$ cat config.mk
export PLATFORM = sky130hd
export DESIGN_NAME = cct_throttle
export DESIGN_NICKNAME = d
export VERILOG_FILES = /design/src/verilog/cct_pkg.sv /design/src/verilog/cct_throttle.sv
export SDC_FILE = /design/constraint.sdc
export NUM_CORES = 1
export LEC_CHECK = 0
export ABC_CLOCK_PERIOD_IN_PS = 5650
export BUFFER_PORTS_ARGS = -buffer_cell sky130_fd_sc_hd__buf_2
export CORE_MARGIN = 8
export CORE_UTILIZATION = 55
export DETAILED_ROUTE_END_ITERATION = 12
export GPL_TIMING_DRIVEN = 0
export PLACE_DENSITY = 0.77
export RECOVER_POWER = 100
export SLEW_MARGIN = 20
export SYNTH_ARGS = -nofsm -noshare
export SYNTH_HDL_FRONTEND = slang
export SYNTH_SLANG_ARGS = --single-unit
$ cat constraint.sdc
create_clock -name core_clk -period 5.65 [get_ports core_clk]
set_input_delay 1.13 -clock core_clk [delete_from_list [all_inputs] [get_ports core_clk]]
set_output_delay 1.13 -clock core_clk [all_outputs]
set_load 0.01 [all_outputs]
$ cat src/verilog/cct_pkg.sv
package cct_pkg;
  // Ratio field width and documented codes
  localparam int RATIO_W = 3;
  localparam logic [2:0] RATIO_1_4 = 3'h1;
  // Four clock phases make one instruction cycle
  localparam int PHASES = 4;
  localparam logic [1:0] PHASE_LAST = 2'h3;
  localparam logic [1:0] PHASE_FIRST = 2'h0;
  // Skip counter width covers the largest ratio, 1:256
  localparam int SKIP_W = 8;
  localparam logic [7:0] SKIP_ZERO = 8'h00;
  localparam logic [7:0] SKIP_ONE = 8'h01;
endpackage

$ cat src/verilog/cct_throttle.sv
`timescale 1ns/100ps
// What this block does
// Bandgap and oscillator enables stay on while throttling; only CPU and flash are gated.
// With the cycle-skip enable set, the CPU runs one instruction cycle in every N, N from the ratio field.
// Ratio code 001 gives 1:4, one active cycle then three idle cycles.
// Peripherals keep their clock enable on every system clock during skipped cycles.
// Flash prefetch for the next active cycle runs as in normal operation.
// Four-phase peripheral clocks keep running without a break while throttled.
// With the enable clear, every instruction cycle executes.
module cct_throttle (
  // Clock and reset
  input wire logic core_clk,
  input wire logic rst,
  // Configuration, from logic on the same clock
  input wire logic cycle_skip_enable,
  input wire logic [cct_pkg::RATIO_W-1:0] skip_ratio,
  // CPU and flash side
  output logic cpu_cycle_en,
  output logic program_flash_fetch_en,
  // Peripheral and analog side
  output logic [cct_pkg::PHASES-1:0] periph_phase,
  output logic periph_clk_en,
  output logic bandgap_en,
  output logic osc_en
);

  typedef struct packed {
    logic [1:0] phase;
    logic [cct_pkg::SKIP_W-1:0] skip_cnt;
    logic cpu_en;
    logic fetch_en;
    logic [cct_pkg::PHASES-1:0] ph_out;
    logic per_en;
    logic bg_en;
    logic os_en;
  } cct_state_t;

  cct_state_t st, next_st;

  // Idle cycles after each active one: 2^(ratio+1)-1, so 001 gives three
  function automatic logic [cct_pkg::SKIP_W-1:0] idle_count(input logic [2:0] r);
    logic [cct_pkg::SKIP_W:0] n;
    // Four-bit shift amount, so code 111 reaches 1:256 instead of wrapping to zero
    n = 9'(1) << (4'(r) + 4'h1);
    return cct_pkg::SKIP_W'(n - 9'(1));
  endfunction

  // Next-state logic; the phase counter never stops, whatever the CPU does
  always_comb begin
    next_st = st;
    next_st.phase = st.phase + 2'h1;
    next_st.ph_out = cct_pkg::PHASES'(1) << next_st.phase;
    next_st.per_en = 1'b1;
    next_st.bg_en = 1'b1;
    next_st.os_en = 1'b1;
    if (st.phase == cct_pkg::PHASE_LAST) begin
      // Decide the coming instruction cycle at the cycle boundary only,
      // so a ratio change never splits an instruction cycle
      if (!cycle_skip_enable) begin
        next_st.skip_cnt = cct_pkg::SKIP_ZERO;
        next_st.cpu_en = 1'b1;
      end else if (st.skip_cnt == cct_pkg::SKIP_ZERO) begin
        next_st.skip_cnt = idle_count(skip_ratio);
        next_st.cpu_en = 1'b1;
      end else begin
        next_st.skip_cnt = st.skip_cnt - cct_pkg::SKIP_ONE;
        next_st.cpu_en = 1'b0;
      end
    end
    // Fetch runs in the cycle before an active one, as in normal mode
    next_st.fetch_en = !cycle_skip_enable ||
                       (next_st.skip_cnt == cct_pkg::SKIP_ONE) ||
                       (next_st.skip_cnt == cct_pkg::SKIP_ZERO);
  end

  // State register; reset starts unthrottled at the last phase, so the first edge after reset enters phase zero
  always_ff @(posedge core_clk or posedge rst) begin
    if (rst) begin
      st <= '0;
      st.phase <= cct_pkg::PHASE_LAST;
      st.cpu_en <= 1'b1;
      st.fetch_en <= 1'b1;
    end else begin
      st <= next_st;
    end
  end

  assign cpu_cycle_en = st.cpu_en;
  assign program_flash_fetch_en = st.fetch_en;
  assign periph_phase = st.ph_out;
  assign periph_clk_en = st.per_en;
  assign bandgap_en = st.bg_en;
  assign osc_en = st.os_en;
endmodule
==> impl_metrics.tcl <==
set metrics [dict create \
    outcome "finished clean" \
    reg2reg_depth 8 \
    slew_headroom_pct 54.3 \
    total_leakage_power_uw 0.000478 \
    ctsHoldBuffers 0 \
    grt_usage_pct 12.1 \
    final_hold_viol_count 0 \
    ant_nets 0 \
    avgSynthCellArea_um2 10.5 \
    ys_types 42 \
    crit_type "in2reg" \
    critPathMaxStageDelay_ps 610 \
    final_net_count 129 \
    cp_cell_sequence "clkbuf_1 -> or4_1 -> nor3_1 -> a21oi_1 -> ha_1 -> or2b_1 -> mux2i_1 -> a311o_1 -> o41ai_1" \
    worstMarginPinSlew_ps 679 \
    power_density_nw_per_um2 301 \
    r2r-end "program_flash_fetch_en" \
    overflow 0 \
    path_buf_inv 1 \
    drt_first_iter_violations 23 \
    routedWlPerCell_um 14.0 \
    maxCapViolations 0 \
    final_cells 141 \
    worstPathArrival_ps 3470 \
    finalCriticalPeriod_ps 3300 \
    antenna_found_initial 0 \
    r2r_start "st[13]" \
    max_freq_mhz 303 \
    power.internal_uw 219 \
    syn2layout_area_growth_pct 8.25 \
    post-dp-hpwl_um 1560 \
    seqPwrFrac_pct 49.5 \
    synth_top_area_share_pct 31.1 \
    period_share_pct 58.3 \
    power_frac_clock_pct 17.8 \
    min_path_type "reg2reg" \
    place.gp.congestion 0.915 \
    tritoncts "built" \
    crit_fanout 8 \
    finalPower_uw 341 \
    grt_pass1_wl_um 3390 \
    final_core_util_pct 64.2 \
    setup_violations 0 \
    htreeDepth 1 \
    routed_via_density 5.96 \
    vias 841 \
    synth.area.top_cells "dfrtp_1, dfstp_2, ha_1, buf_4, a311o_1" \
    hold_depth 2 \
    dp_cells 137 \
    grt_setup_unrepaired "false" \
    grt_pass1_vias 772 \
    cts-buffers-inserted 3 \
    post_cts_buffers 0 \
    die_h_um 59.6 \
    ys.warnings.count 0 \
    clk_path_buf_depth 2 \
    cts_resized 0 \
    critPathLaunchType "input pin" \
    switching_share_pct 35.8 \
    drive_gt1_share_pct 14.7 \
    num_rows 15 \
    grt_max_degree 18 \
    drv_slew 0 \
    synth_cells 100 \
    cp_slowest_cell "or4_1" \
    fp.dieW_um 59.6 \
    path_clk_slew_ps 90 \
    seq_area_frac_synth_pct 41.1 \
    cp.required_ps 5830 \
    worst_ir_drop_vdd_mv 0.239 \
    drc 0 \
    n_antenna_cell 0 \
    synth-seq-cells 17 \
    drt_wl_total_um 1970 \
    port_buffers 12 \
    fin_worst_skew_ps 3.49 \
    io_pins 15 \
    clock_latency_ps 280 \
    cts-root-buf "clkbuf_4" \
    r2r_slack_ps 2890 \
    critPathCaptureType "register" \
    holdPathEnd "cpu_cycle_en" \
    yosys.area.top_type "dfrtp_1" \
    clock-sinks 17 \
    initial_core_util_pct 59.3 \
    drtPass1Iterations 4 \
    syn_area_um2 1050 \
    die_area_um2 3550 \
    p_sw_uw 122 \
    timing.setup.tns_ps 0 \
    synthesis.nets 112 \
    worstHoldStart "cpu_cycle_en" \
    crit_family "simple AND/OR/NAND/NOR gates" \
    core-area_um2 1760 \
    combPwrFrac_pct 32.7 \
]
## flip-flops by register name, indices dropped and copies added (netlist names)
name	cells
periph_phase	4
st	10
program_flash_fetch_en	1
osc_en	1
cpu_cycle_en	1
## through the flow
stage | area, um2 | hold WS, ps | setup WS, ps
5_1_grt | 1130 | 554 | 2160
3_3_place_gp | 1140 | 479 | 2230
6_report | 1130 | 523 | 2350
3_5_place_dp | 1140 | 490 | 2240
4_1_cts | 1160 | 533 | 2530
2_1_floorplan | 1050 | 482 | 2510
## cell type report
cell class / count / area, um2
fillers: 166 / 632
multi-input cells: 65 / 497
flip-flops and latches: 17 / 430
plain buffers: 10 / 71.3
repair buffers: 12 / 46.3
well taps: 25 / 31.3
inverters: 8 / 30.0
clock buffers: 4 / 26.3
## cell usage in the layout (no fill, tap or decap), types with 2 or more instances in the layout
cell	Yosys	layout
dfrtp_1	13	13
nor2_1	4	4
nor4_1	4	4
clkbuf_4	0	3
inv_1	8	8
a311o_1	4	4
nand2_1	5	5
or4_1	1	2
nand4b_1	2	2
nor2b_1	2	2
nor3_1	2	2
o22ai_1	3	3
a21oi_1	2	2
ha_1	6	6
nand3_1	2	2
clkbuf_1	0	13
dfstp_2	4	2
nand4_1	2	2
buf_4	7	7
or3_1	3	3
o41ai_1	1	2
o21ai_0	2	2
dfstp_1	0	2
## power by group through the flow
| stage | logic [uW] | clock network [uW] | registers, uW |
|---|---|---|---|
| 6_report | 111 | 60.8 | 169 |
| 4_1_cts | 118 | 63.4 | 168 |
| 3_3_place_gp | 116 | 0 | 169 |
| 3_5_place_dp | 117 | 0 | 170 |
| 2_1_floorplan | 90.5 | 0 | 166 |
| 5_1_grt | 123 | 70.6 | 172 |
## logic make-up after synthesis
logic type,synth area share [%]
AND/OR/NAND/NOR,21.3
adder cells (fa/ha/maj),7.18
other,0.359
buffers and inverters,9.81
XOR/XNOR,0.837
multiplexers,0.957
AO/OA/AOI/OAI,18.4
flip-flops,41.1
## worst register-to-register path, cell delays in order (launching register included)
cell	delay, ps
dfrtp_1	460
or4_4	590
nor3_1	250
a21oi_1	100
ha_1	230
or2b_1	220
mux2i_1	110
a311o_1	350
o41ai_1	340
## how the worst max path moves through the flow
stage / start / to / slack (ps) / depth (start not counted)
3_5_place_dp: skip_ratio[2] / program_flash_fetch_en / 2240 / 9
3_3_place_gp: skip_ratio[2] / program_flash_fetch_en / 2230 / 9
5_1_grt: skip_ratio[2] / program_flash_fetch_en / 2160 / 10
6_report: skip_ratio[2] / program_flash_fetch_en / 2350 / 9
2_1_floorplan: skip_ratio[2] / program_flash_fetch_en / 2510 / 8
4_1_cts: skip_ratio[2] / program_flash_fetch_en / 2530 / 9
## per-layer routing
layer  wire, um  vias to the layer above  part of all wire (%)  global-route usage (%)
met2        895                       27                    45                    19.1
met1        944                      414                    48                    15.3
li1           -                      400                     -                       -
met5          0                        -                     0                       0
met4          0                        0                     0                    1.36
met3        134                        0                   6.8                    4.99
## synth_stat cells
cell and instances:
a2111oi_4 1, a21boi_0 1, a21boi_1 1, a21oi_1 2, a311o_1 4, a31o_1 1
and4_1 1, buf_1 1, buf_2 1, buf_4 7, buf_6 1, conb_1 1
dfrtp_1 13, dfstp_2 4, ha_1 6, inv_1 8, mux2i_1 1, nand2_1 5
nand3_1 2, nand4_1 2, nand4b_1 2, nand4bb_1 1, nor2_1 4, nor2b_1 2
nor3_1 2, nor3b_1 1, nor4_1 4, nor4b_1 1, o211ai_2 1, o21a_1 1
o21ai_0 2, o221ai_1 1, o22ai_1 3, o311ai_0 1, o41ai_1 1, o41ai_2 1
or2b_1 1, or2b_2 1, or3_1 3, or4_1 1, or4_4 2, xor2_1 1
Note: power is estimated with default switching activity, not from simulation.
